$ cat src/idu_pkg.sv
// Package of the integer divide unit: encodings, timing counts and carriers.
// Assumes a 32-bit core whose issue logic hands over one divide instruction word at a time.
package idu_pkg;

  // Instruction field positions.
  localparam int OPC_HI   = 31;
  localparam int OPC_LO   = 26;
  localparam int SA_HI    = 10;
  localparam int SA_LO    = 6;
  localparam int FUNCT_HI = 5;
  localparam int FUNCT_LO = 0;
  localparam int RD_HI    = 15;
  localparam int RD_LO    = 11;

  // Field codes that select the divide family.
  localparam logic [5:0] OPC_SPECIAL  = 6'h00;
  localparam logic [5:0] FUNCT_DIV_S  = 6'h1a;
  localparam logic [5:0] FUNCT_DIV_U  = 6'h1b;
  localparam logic [4:0] SA_LEGACY    = 5'h00;
  localparam logic [4:0] SA_QUOTIENT  = 5'h02;
  localparam logic [4:0] SA_REMAINDER = 5'h03;

  // Iterative divider timing: one quotient bit per clock.
  localparam int         WORD_W     = 32;
  localparam logic [5:0] STEP_FIRST = 6'h00;
  localparam logic [5:0] STEP_LAST  = 6'h1f;

  // Operation classes after decode.
  typedef enum logic [2:0] {
    IDU_OP_NONE,
    IDU_OP_LEG_S,
    IDU_OP_LEG_U,
    IDU_OP_QUO_S,
    IDU_OP_REM_S,
    IDU_OP_QUO_U,
    IDU_OP_REM_U,
    IDU_OP_RSVD
  } idu_op_e;

  typedef enum logic {
    IDU_ST_IDLE,
    IDU_ST_RUN
  } idu_st_e;

  // Divide request from the issue logic.
  typedef struct packed {
    logic        start;
    logic [31:0] instr;
    logic [31:0] src_a;
    logic [31:0] src_b;
  } idu_req_s;

  // Write to the general register file.
  typedef struct packed {
    logic        we;
    logic [4:0]  waddr;
    logic [31:0] wdata;
  } idu_gpr_wr_s;

  // Move from a special register.
  typedef struct packed {
    logic req;
    logic sel_rem;
  } idu_mf_req_s;

  typedef struct packed {
    logic        ack;
    logic [31:0] data;
  } idu_mf_rsp_s;

endpackage

$ cat src/idu_divide_unit.sv
// Operation
// RQ1 - Legacy divide writes quotient and remainder special registers only.
// RQ2 - Legacy divide never raises an arithmetic exception.
// RQ3 - Special register reads wait until a running divide has finished.
// RQ4 - Divide runs alongside unrelated instructions with in-order visible results.
// RQ5 - A divide right after a special register read leaves that read correct.
// RQ6 - Three-operand forms read both sources and write one destination register.
// RQ7 - Signed quotient: signed 32-bit operands, truncated 32-bit quotient.
// RQ8 - Signed remainder: signed operands, remainder carries the dividend's sign.
// RQ9 - Unsigned quotient: unsigned 32-bit operands, 32-bit quotient.
// RQ10 - Unsigned remainder: unsigned 32-bit operands, 32-bit remainder.
// RQ11 - Nonzero divisor: q*b+r equals a, and |r| below |b|.
// RQ12 - Zero divisor on three-operand forms never traps.
// RQ13 - In new-release mode legacy encodings raise reserved instruction instead.
// RQ14 - Legacy and three-operand divides are told apart by encoding.
// RQ15 - All four three-operand operations are implemented.
// RQ16 - Legacy unsigned divide fills both special registers without exception.
// RQ17 - Start pulse accepts operands; one-cycle done marks results valid.
// RQ18 - Most negative value by minus one completes with fixed results.
//
// Holds the whole divide unit: decode, iterative divider, special registers.
// Assumes the issue logic waits for busy low before starting a divide.
`timescale 1ns/1ps

module idu_divide_unit (
  // Clock and reset.
  input  wire logic                 sys_clk,
  input  wire logic                 nrst,
  // Core mode: high selects the new-release instruction set.
  input  wire logic                 release6_mode,
  // Divide issue.
  input  wire idu_pkg::idu_req_s    div_req,
  output logic                      div_busy,
  output logic                      div_done,
  output logic                      rsvd_instr,
  // General register file write.
  output idu_pkg::idu_gpr_wr_s      gpr_wr,
  // Special register reads.
  input  wire idu_pkg::idu_mf_req_s mf_req,
  output idu_pkg::idu_mf_rsp_s      mf_rsp,
  // Special register contents.
  output logic [31:0]               quotient_special_reg,
  output logic [31:0]               remainder_special_reg
);

  typedef struct packed {
    idu_pkg::idu_st_e     st;
    logic [5:0]           step;
    idu_pkg::idu_op_e     op;
    logic [31:0]          dvs;
    logic [31:0]          rem;
    logic [31:0]          quo;
    logic                 neg_q;
    logic                 neg_r;
    logic [4:0]           dest;
    logic [31:0]          quot_reg;
    logic [31:0]          rem_reg;
    logic                 busy;
    logic                 done;
    logic                 rsvd;
    idu_pkg::idu_gpr_wr_s wr;
    idu_pkg::idu_mf_rsp_s mf;
  } idu_state_s;

  idu_state_s state_ff;
  idu_state_s nxt_state;
  logic       rst_meta_ff;
  logic       rst_sync_ff;

  // Reset release through two flops.
  always_ff @(posedge sys_clk or negedge nrst)
  begin
    if (!nrst)
    begin
      rst_meta_ff <= 1'b0;
      rst_sync_ff <= 1'b0;
    end
    else
    begin
      rst_meta_ff <= 1'b1;
      rst_sync_ff <= rst_meta_ff;
    end
  end

  // Classifies an instruction word by its fields, never by its name.
  function automatic idu_pkg::idu_op_e decode_op(input logic [31:0] instr,
                                                 input logic        new_isa);
    logic [5:0]       opc;
    logic [5:0]       fn;
    logic [4:0]       sa;
    idu_pkg::idu_op_e res;
    opc = instr[idu_pkg::OPC_HI:idu_pkg::OPC_LO];
    fn  = instr[idu_pkg::FUNCT_HI:idu_pkg::FUNCT_LO];
    sa  = instr[idu_pkg::SA_HI:idu_pkg::SA_LO];
    res = idu_pkg::IDU_OP_NONE;
    if (opc == idu_pkg::OPC_SPECIAL && fn == idu_pkg::FUNCT_DIV_S)
    begin
      if (sa == idu_pkg::SA_LEGACY)
        res = idu_pkg::IDU_OP_LEG_S; // [RQ14]
      else if (sa == idu_pkg::SA_QUOTIENT)
        res = idu_pkg::IDU_OP_QUO_S; // [RQ14] [RQ15]
      else if (sa == idu_pkg::SA_REMAINDER)
        res = idu_pkg::IDU_OP_REM_S; // [RQ15]
    end
    else if (opc == idu_pkg::OPC_SPECIAL && fn == idu_pkg::FUNCT_DIV_U)
    begin
      if (sa == idu_pkg::SA_LEGACY)
        res = idu_pkg::IDU_OP_LEG_U; // [RQ14]
      else if (sa == idu_pkg::SA_QUOTIENT)
        res = idu_pkg::IDU_OP_QUO_U; // [RQ15]
      else if (sa == idu_pkg::SA_REMAINDER)
        res = idu_pkg::IDU_OP_REM_U; // [RQ15]
    end
    // Each family exists only in its own instruction set mode.
    if (new_isa && (res == idu_pkg::IDU_OP_LEG_S || res == idu_pkg::IDU_OP_LEG_U))
      res = idu_pkg::IDU_OP_RSVD; // [RQ13]
    else if (!new_isa && res != idu_pkg::IDU_OP_NONE &&
             res != idu_pkg::IDU_OP_LEG_S && res != idu_pkg::IDU_OP_LEG_U)
      res = idu_pkg::IDU_OP_RSVD;
    return res;
  endfunction

  // True for the operations that treat operands as signed.
  function automatic logic is_signed_op(input idu_pkg::idu_op_e op);
    return op == idu_pkg::IDU_OP_LEG_S || op == idu_pkg::IDU_OP_QUO_S ||
           op == idu_pkg::IDU_OP_REM_S;
  endfunction

  idu_pkg::idu_op_e dec_op;
  logic             sgn;
  logic [32:0]      shifted;
  logic             fits;
  logic [31:0]      step_rem;
  logic [31:0]      step_quo;
  logic [31:0]      fin_quo;
  logic [31:0]      fin_rem;

  always_comb
  begin
    nxt_state = state_ff;
    dec_op    = decode_op(div_req.instr, release6_mode);
    sgn       = is_signed_op(dec_op);
    // One restoring step: shift in the next dividend bit and try to subtract.
    shifted   = {state_ff.rem, state_ff.quo[idu_pkg::WORD_W-1]};
    fits      = shifted >= {1'b0, state_ff.dvs};
    step_rem  = fits ? 32'(shifted - {1'b0, state_ff.dvs}) : shifted[31:0];
    step_quo  = {state_ff.quo[idu_pkg::WORD_W-2:0], fits};
    // Signs restored: quotient truncates toward zero, remainder follows the dividend.
    fin_quo   = state_ff.neg_q ? 32'(-step_quo) : step_quo; // [RQ7] [RQ11]
    fin_rem   = state_ff.neg_r ? 32'(-step_rem) : step_rem; // [RQ8] [RQ11]

    nxt_state.done   = 1'b0;
    nxt_state.rsvd   = 1'b0;
    nxt_state.wr.we  = 1'b0;
    nxt_state.mf.ack = 1'b0;

    // Reads are served only while idle, so they see the finished result.
    if (mf_req.req && state_ff.st == idu_pkg::IDU_ST_IDLE)
    begin
      nxt_state.mf.ack  = 1'b1; // [RQ3] [RQ5]
      nxt_state.mf.data = mf_req.sel_rem ? state_ff.rem_reg : state_ff.quot_reg;
    end

    unique case (state_ff.st)
      idu_pkg::IDU_ST_IDLE:
      begin
        if (div_req.start && dec_op == idu_pkg::IDU_OP_RSVD)
          nxt_state.rsvd = 1'b1; // [RQ13]
        else if (div_req.start && dec_op != idu_pkg::IDU_OP_NONE)
        begin
          // Operands latched now, so later issue may proceed freely.
          nxt_state.st    = idu_pkg::IDU_ST_RUN; // [RQ4] [RQ17]
          nxt_state.busy  = 1'b1;
          nxt_state.step  = idu_pkg::STEP_FIRST;
          nxt_state.op    = dec_op;
          nxt_state.dest  = div_req.instr[idu_pkg::RD_HI:idu_pkg::RD_LO]; // [RQ6]
          nxt_state.rem   = '0;
          nxt_state.neg_r = sgn & div_req.src_a[idu_pkg::WORD_W-1];
          nxt_state.neg_q = sgn & (div_req.src_a[idu_pkg::WORD_W-1] ^
                                   div_req.src_b[idu_pkg::WORD_W-1]);
          // Magnitudes; the most negative value stays as its unsigned magnitude.
          nxt_state.quo   = (sgn & div_req.src_a[idu_pkg::WORD_W-1]) ?
                            32'(-div_req.src_a) : div_req.src_a; // [RQ18]
          nxt_state.dvs   = (sgn & div_req.src_b[idu_pkg::WORD_W-1]) ?
                            32'(-div_req.src_b) : div_req.src_b; // [RQ9] [RQ10]
        end
      end
      idu_pkg::IDU_ST_RUN:
      begin
        nxt_state.rem  = step_rem;
        nxt_state.quo  = step_quo;
        nxt_state.step = 6'(state_ff.step + 6'h01);
        if (state_ff.step == idu_pkg::STEP_LAST)
        begin
          // A zero divisor simply finishes the steps: no trap on any form.
          nxt_state.st   = idu_pkg::IDU_ST_IDLE; // [RQ2] [RQ12]
          nxt_state.busy = 1'b0;
          nxt_state.done = 1'b1; // [RQ17] [RQ3]
          unique case (state_ff.op)
            idu_pkg::IDU_OP_LEG_S,
            idu_pkg::IDU_OP_LEG_U:
            begin
              nxt_state.quot_reg = fin_quo; // [RQ1] [RQ16]
              nxt_state.rem_reg  = fin_rem; // [RQ1] [RQ16]
            end
            idu_pkg::IDU_OP_QUO_S,
            idu_pkg::IDU_OP_QUO_U:
            begin
              nxt_state.wr.we    = 1'b1; // [RQ6] [RQ7] [RQ9]
              nxt_state.wr.waddr = state_ff.dest;
              nxt_state.wr.wdata = fin_quo;
            end
            idu_pkg::IDU_OP_REM_S,
            idu_pkg::IDU_OP_REM_U:
            begin
              nxt_state.wr.we    = 1'b1; // [RQ6] [RQ8] [RQ10]
              nxt_state.wr.waddr = state_ff.dest;
              nxt_state.wr.wdata = fin_rem;
            end
            default:
            begin
              nxt_state.wr.we = 1'b0;
            end
          endcase
        end
      end
    endcase
  end

  always_ff @(posedge sys_clk or negedge rst_sync_ff)
  begin
    if (!rst_sync_ff)
    begin
      state_ff    <= '0;
      state_ff.st <= idu_pkg::IDU_ST_IDLE;
      state_ff.op <= idu_pkg::IDU_OP_NONE;
    end
    else
      state_ff <= nxt_state;
  end

  assign div_busy              = state_ff.busy;
  assign div_done              = state_ff.done;
  assign rsvd_instr            = state_ff.rsvd;
  assign gpr_wr                = state_ff.wr;
  assign mf_rsp                = state_ff.mf;
  assign quotient_special_reg  = state_ff.quot_reg;
  assign remainder_special_reg = state_ff.rem_reg;

endmodule

$ cat config.mk
export PLATFORM = sky130hd
export DESIGN_NAME = idu_divide_unit
export DESIGN_NICKNAME = d
export VERILOG_FILES = /design/src/idu_pkg.sv /design/src/idu_divide_unit.sv
export SDC_FILE = /design/constraint.sdc
export NUM_CORES = 1
export LEC_CHECK = 0
export ABC_AREA = 0
export BUFFER_PORTS_ARGS = -buffer_cell sky130_fd_sc_hd__buf_2
export CELL_PAD_IN_SITES_DETAIL_PLACEMENT = 1
export CELL_PAD_IN_SITES_GLOBAL_PLACEMENT = 1
export CORE_AREA = 4 4 243 245
export CTS_CLUSTER_DIAMETER = 100
export DETAILED_ROUTE_END_ITERATION = 12
export DIE_AREA = 0 0 247 249
export PLACE_DENSITY = 0.73
export SLEW_MARGIN = 40
export SYNTH_ARGS = -nofsm -noshare
export SYNTH_HDL_FRONTEND = slang
export SYNTH_SLANG_ARGS = --single-unit
$ cat constraint.sdc
create_clock -name sys_clk -period 8.2 [get_ports sys_clk]
set_clock_uncertainty 0.1 [all_clocks]
set_input_delay 0 -clock sys_clk [delete_from_list [all_inputs] [get_ports sys_clk]]
set_output_delay 0 -clock sys_clk [all_outputs]
set_load 0.01 [all_outputs]
Word level (Yosys, flattened, before mapping)
Cells that the tools add are included.
{ "totals": {"ff_bits": 253, "elab_cells": 116, "output_inout_bits": 138} }
{ "classes": {"reduce_logical": 27, "n_addsub": 6, "eq_ne": 22, "n_mux": 33, "magnitude_cmp": 1, "bitwise": 6} }
{ "op_table": {"columns": ["cell", "n"], "rows": [
  ["$mux W113", 2],
  ["$mux W32", 6],
  ["$neg A32 Y32", 4],
  ["$pmux W64 S2", 1],
  ["$mux W38", 2],
  ["$pmux W37 S2", 1],
  ["$ge A33 B32 Y1", 1],
  ["$mux W33", 1],
  ["$sub A32 B32 Y32", 1],
  ["$mux W3", 10],
  ["$eq A6 B5 Y1 const B", 3],
  ["$eq A3 B3 Y1 const B", 5],
  ["$pmux W7 S2", 1],
  ["$eq A3 B2 Y1 const B", 4],
  ["$reduce_and A3 Y1", 4],
  ["$eq A5 B2 Y1 const B", 2],
  ["$eq A3 B1 Y1 const B", 3],
  ["$logic_and A1 B1 Y1", 9],
  ["$mux W1", 7],
  ["$add A6 B1 Y6 const B", 1],
  ["$logic_not A6 Y1", 1],
  ["$reduce_bool A3 Y1", 2],
  ["$reduce_or A2 Y1", 3],
  ["$logic_not A5 Y1", 1],
  ["other kinds (14)", 20]
]} }

Longest topological paths before layout
{ "depth": {"ltp_word": 20, "ltp_mapped": 25, "depth_no_buf": 18} }

Worst setup path before layout
OpenSTA, ideal clock, no wires.
{ "synth_path": {"path_type": "reg2reg", "startpoint": "reg state_ff, in the netlist shifted[8]", "endpoint": "reg state_ff, in the netlist gpr_wr[30]", "stages_incl_launch_ff": 25, "path_buffers": 7, "setup_ns": 0.074, "slack_ns": 2.000, "t_required_ns": 8.026, "arrival_ns": 6.026, "path_cell_list": "dfrtp_1 > ha_1 > buf_6 > and2_4 > a221oi_2 > nor2_1 > o211a_1 > or3_1 > buf_4 > inv_2 > buf_2 > buf_1 > clkbuf_1 > mux2i_1 > ha_1 > nand2_1 > or4_1 > nor4_1 > o211ai_1 > or4_1 > buf_2 > or4_4 > buf_6 > mux2_4 > o21ai_2"} }
{ "synth_via": {"elab_chain_len": 5, "elab_cells_between_ends": 8} }
{ "synth_lines": {"columns": ["element", "line_no", "rtl"], "rows": [
  ["start: declaration", "idu_divide_unit.sv:65", "idu_state_s state_ff;"],
  ["start signal: assignment", "idu_divide_unit.sv:239", "state_ff <= nxt_state;"],
  ["$sub A32 B32 Y32 or $ge A33 B32 Y1 (tied branches)", "idu_divide_unit.sv:146, idu_divide_unit.sv:145", null],
  ["$mux W32", "idu_divide_unit.sv:146", "step_rem = fits ? 32'(shifted - {1'b0, state_ff.dvs}) : shifted[31:0];"],
  ["$neg A32 Y32", "idu_divide_unit.sv:150", "fin_rem = state_ff.neg_r ? 32'(-step_rem) : step_rem;"],
  ["$mux W32", "idu_divide_unit.sv:150", null],
  ["$pmux W37 S2 *", "idu_divide_unit.sv:199", "unique case (state_ff.op)"]
]} }
Every way passes the cells marked *; elsewhere a longest branch is shown, timed or not. The select of a mux whose other input is x is not followed.
A chain may end at the register's enable or synchronous reset.

Final worst setup path
{ "layout_path": {"startpoint": "reg state_ff, in the netlist shifted[8]", "endpoint": "reg state_ff, in the netlist remainder_special_reg[30]"} }
{ "layout_via": {"elab_chain_len": 4, "elab_cells_between_ends": 5} }
{ "layout_lines": {"columns": ["element", "line_no"], "rows": [
  ["$sub A32 B32 Y32 or $ge A33 B32 Y1 (tied branches)", "idu_divide_unit.sv:146, idu_divide_unit.sv:145"],
  ["$mux W32 *", "idu_divide_unit.sv:146"],
  ["$neg A32 Y32", "idu_divide_unit.sv:150"],
  ["$mux W32 *", "idu_divide_unit.sv:150"]
]} }
Every way passes the cells marked *; elsewhere a longest branch is shown, timed or not.

==> results.toml <==
[place]
place.gp.congestion = 0.891
hpwl_um = 45800
placed_cell_area_um2 = 17800
place_inst = 2851
io_buffers = 229

[cts]
path_clk_slew_ns = 0.06
post_cts_buffers = 0
clock_sinks = 253
cts_made_buffers = 31
root_buffer = "clkbuf_16"
clock_latency_ns = 0.58
cts_tree = "yes"
cts.htree.levels = 1
clock_path_buffers = 3

[floorplan]
initial_core_util = 0.296
die_w_um = 247
core_um2 = 57100
dieArea_um2 = 61500
die_h_um = 249
row_count = 88
ioPinCount = 240

[logic_synthesis]
synth.most_common_cell = "nand2_1"
yosysTopAreaCellShare = 0.374
synth_seq_cells = 253
yosys-top-cells-area = "dfrtp_1, nand2_1, o21ai_0"
ys_types = 80
syn_avg_cell_area_um2 = 8.12
synth_commonest_cells = "nand2_1, o21ai_0, dfrtp_1"
async_reset_ff_frac = 1.00
synthCells = 2083
synth_fp_nets = 2223
synth_top_cell_by_area = "dfrtp_1"
synth_edf_count = 0
ys.flop_type = "dfrtp_1"
synth_area_um2 = 16900
ys_seq_area_frac = 0.374
synth_warnings = 0

[sta]
setup_viol = 0
setup_tns_ns = 0
finalHoldViolCount = 0
grt_setup_unrepaired = "false"
max_freq_mhz = 150
slew_headroom = 0.424
layout_min_cycle_time_ns = 6.66
worst_pin_slew_ns = 0.858
whs_ns = 0.0728
period_share = 0.812
drv_slew = 0

[finish]
regArea_um2 = 6340
layout-drive-gt1-share = 0.155
nFillCells = 6899
final_area_um2 = 20000
area_delta_synth_final_pct = 18.5
multi_input_area_um2 = 8940
final_cells = 3027
largest_register = "state_ff"
largest_reg_flops = 80
fin_nets = 2375

[route]
drc = 0
dr.pass1.iters = 5
viasPerCell = 5.20
vias = 15746
routed_wirelength_um = 60700
ant_nets = 0
routedWlPerCell_um = 20.1
drt_iter0_markers = 957

[outcome]
status = "complete, no violations"

[global_routing]
grt_usage = 0.192
grt_remaining_overflow = 0
grt_pass1_vias = 16426
grt_pass1_wl_um = 95300
antenna_found_initial = 5
grt_start_max_net_pins = 109

[pwr]
p_per_area_nw_per_um2 = 149
peakVddDrop_uv = 154
total_power_w = 0.00299
p_leak_nw = 8.96

[job]
drv_cap = 0

[worst_setup_path]
crit_fanout = 37
cp_data_arrival_time_ns = 7.07
cp-end-kind = "flip-flop"
crit_type = "reg -> reg"
start_kind = "flip-flop"
required_ns = 8.61

[worst_hold_path]
hold_path_class = "in -> reg"
-- path summary, 6_finish.rpt --
check | end | slack, ns | cells after the start | start
max in group asynchronous | state_ff[227] | 6.25 | 2 | rst_sync_ff
hold reg to reg | state_ff[152] | 0.20 | 0 | rst_sync_ff
min in group asynchronous | state_ff[152] | 0.20 | 0 | rst_sync_ff
setup reg to reg | remainder_special_reg[30] | 1.54 | 16 | shifted[8]
setup / recovery | remainder_special_reg[30] | 1.54 | 16 | shifted[8]
hold / removal | state_ff[138] | 0.07 | 4 | div_req[75]
-- metrics by stage --
step | utilization | setup slack, ns
after CTS | 0.350 | 1.33
after global routing | 0.351 | 1.18
after floorplan | - | 0.527
after detailed placement | 0.311 | 1.35
after global placement | 0.310 | 1.64
final | 0.351 | 1.54
-- per-layer routing --
layer  vias to the layer above  wire, µm  track usage
met5                         -         0            0
met4                         0      1880       0.0524
met3                       108      2360       0.0230
met2                       367     29900        0.336
met1                      7844     26600        0.250
li1                       7427         -            -
-- layout by cell type, fill, tap and decap left out, drive strengths merged, types with 14 or more instances in the layout --
master	n
a21oi	127
a31oi	17
buf	250
clkbuf	41
dfrtp	253
dlygate4sd3	116
ha	37
inv	58
mux2i	53
nand2	405
nand3	29
nand4	21
nor2	116
nor3	39
nor4	20
o21ai	262
o31ai	39
o41ai	14
or3	22
or4	14
xnor2	57
xor2	82
-- cells by family after synthesis --
logic type	share of synthesized area
compound gates	0.195
xor+xnor	0.0720
fa+ha+maj	0.0286
buf+inv	0.0996
flops	0.374
mux	0.0351
other cells	0.000222
simple gates	0.195
-- layout make-up --
cell class / count / area share
flip-flops and latches: 253 / 0.316
diodes: 3 / 0.000375
inverters: 58 / 0.0109
repair buffers: 366 / 0.125
well taps: 765 / 0.0478
clock inverters: 16 / 0.00987
clock buffers: 41 / 0.0441
multi-input cells: 1525 / 0.446
-- critical path, cell delays in order (launching register included) --
cell and delay, ns:
dfrtp_1 0.49, ha_1 0.46, and2_4 0.23, a221oi_2 0.28
nor2_1 0.13, o211a_1 0.27, or3_4 0.62, o21ai_0 0.51
ha_1 0.31, nand2_1 0.06, or4_1 0.57, nor4_1 0.64
o211ai_1 0.30, or4_1 0.63, or4_4 0.52, or3_1 0.36
nand3_1 0.09
-- power breakdown --
group          switching, W  internal (W)
clock network      0.000571      0.000879
logic              0.000155      0.000108
registers         0.0000171       0.00126
total              0.000742       0.00224
-- repair_timing --
action / in CTS / in global routing
hold buffers: 116 / 0
hold endpoints to repair: 105 / 0
gates resized for setup: 0 / 0
(Power assumes the default switching activity.)
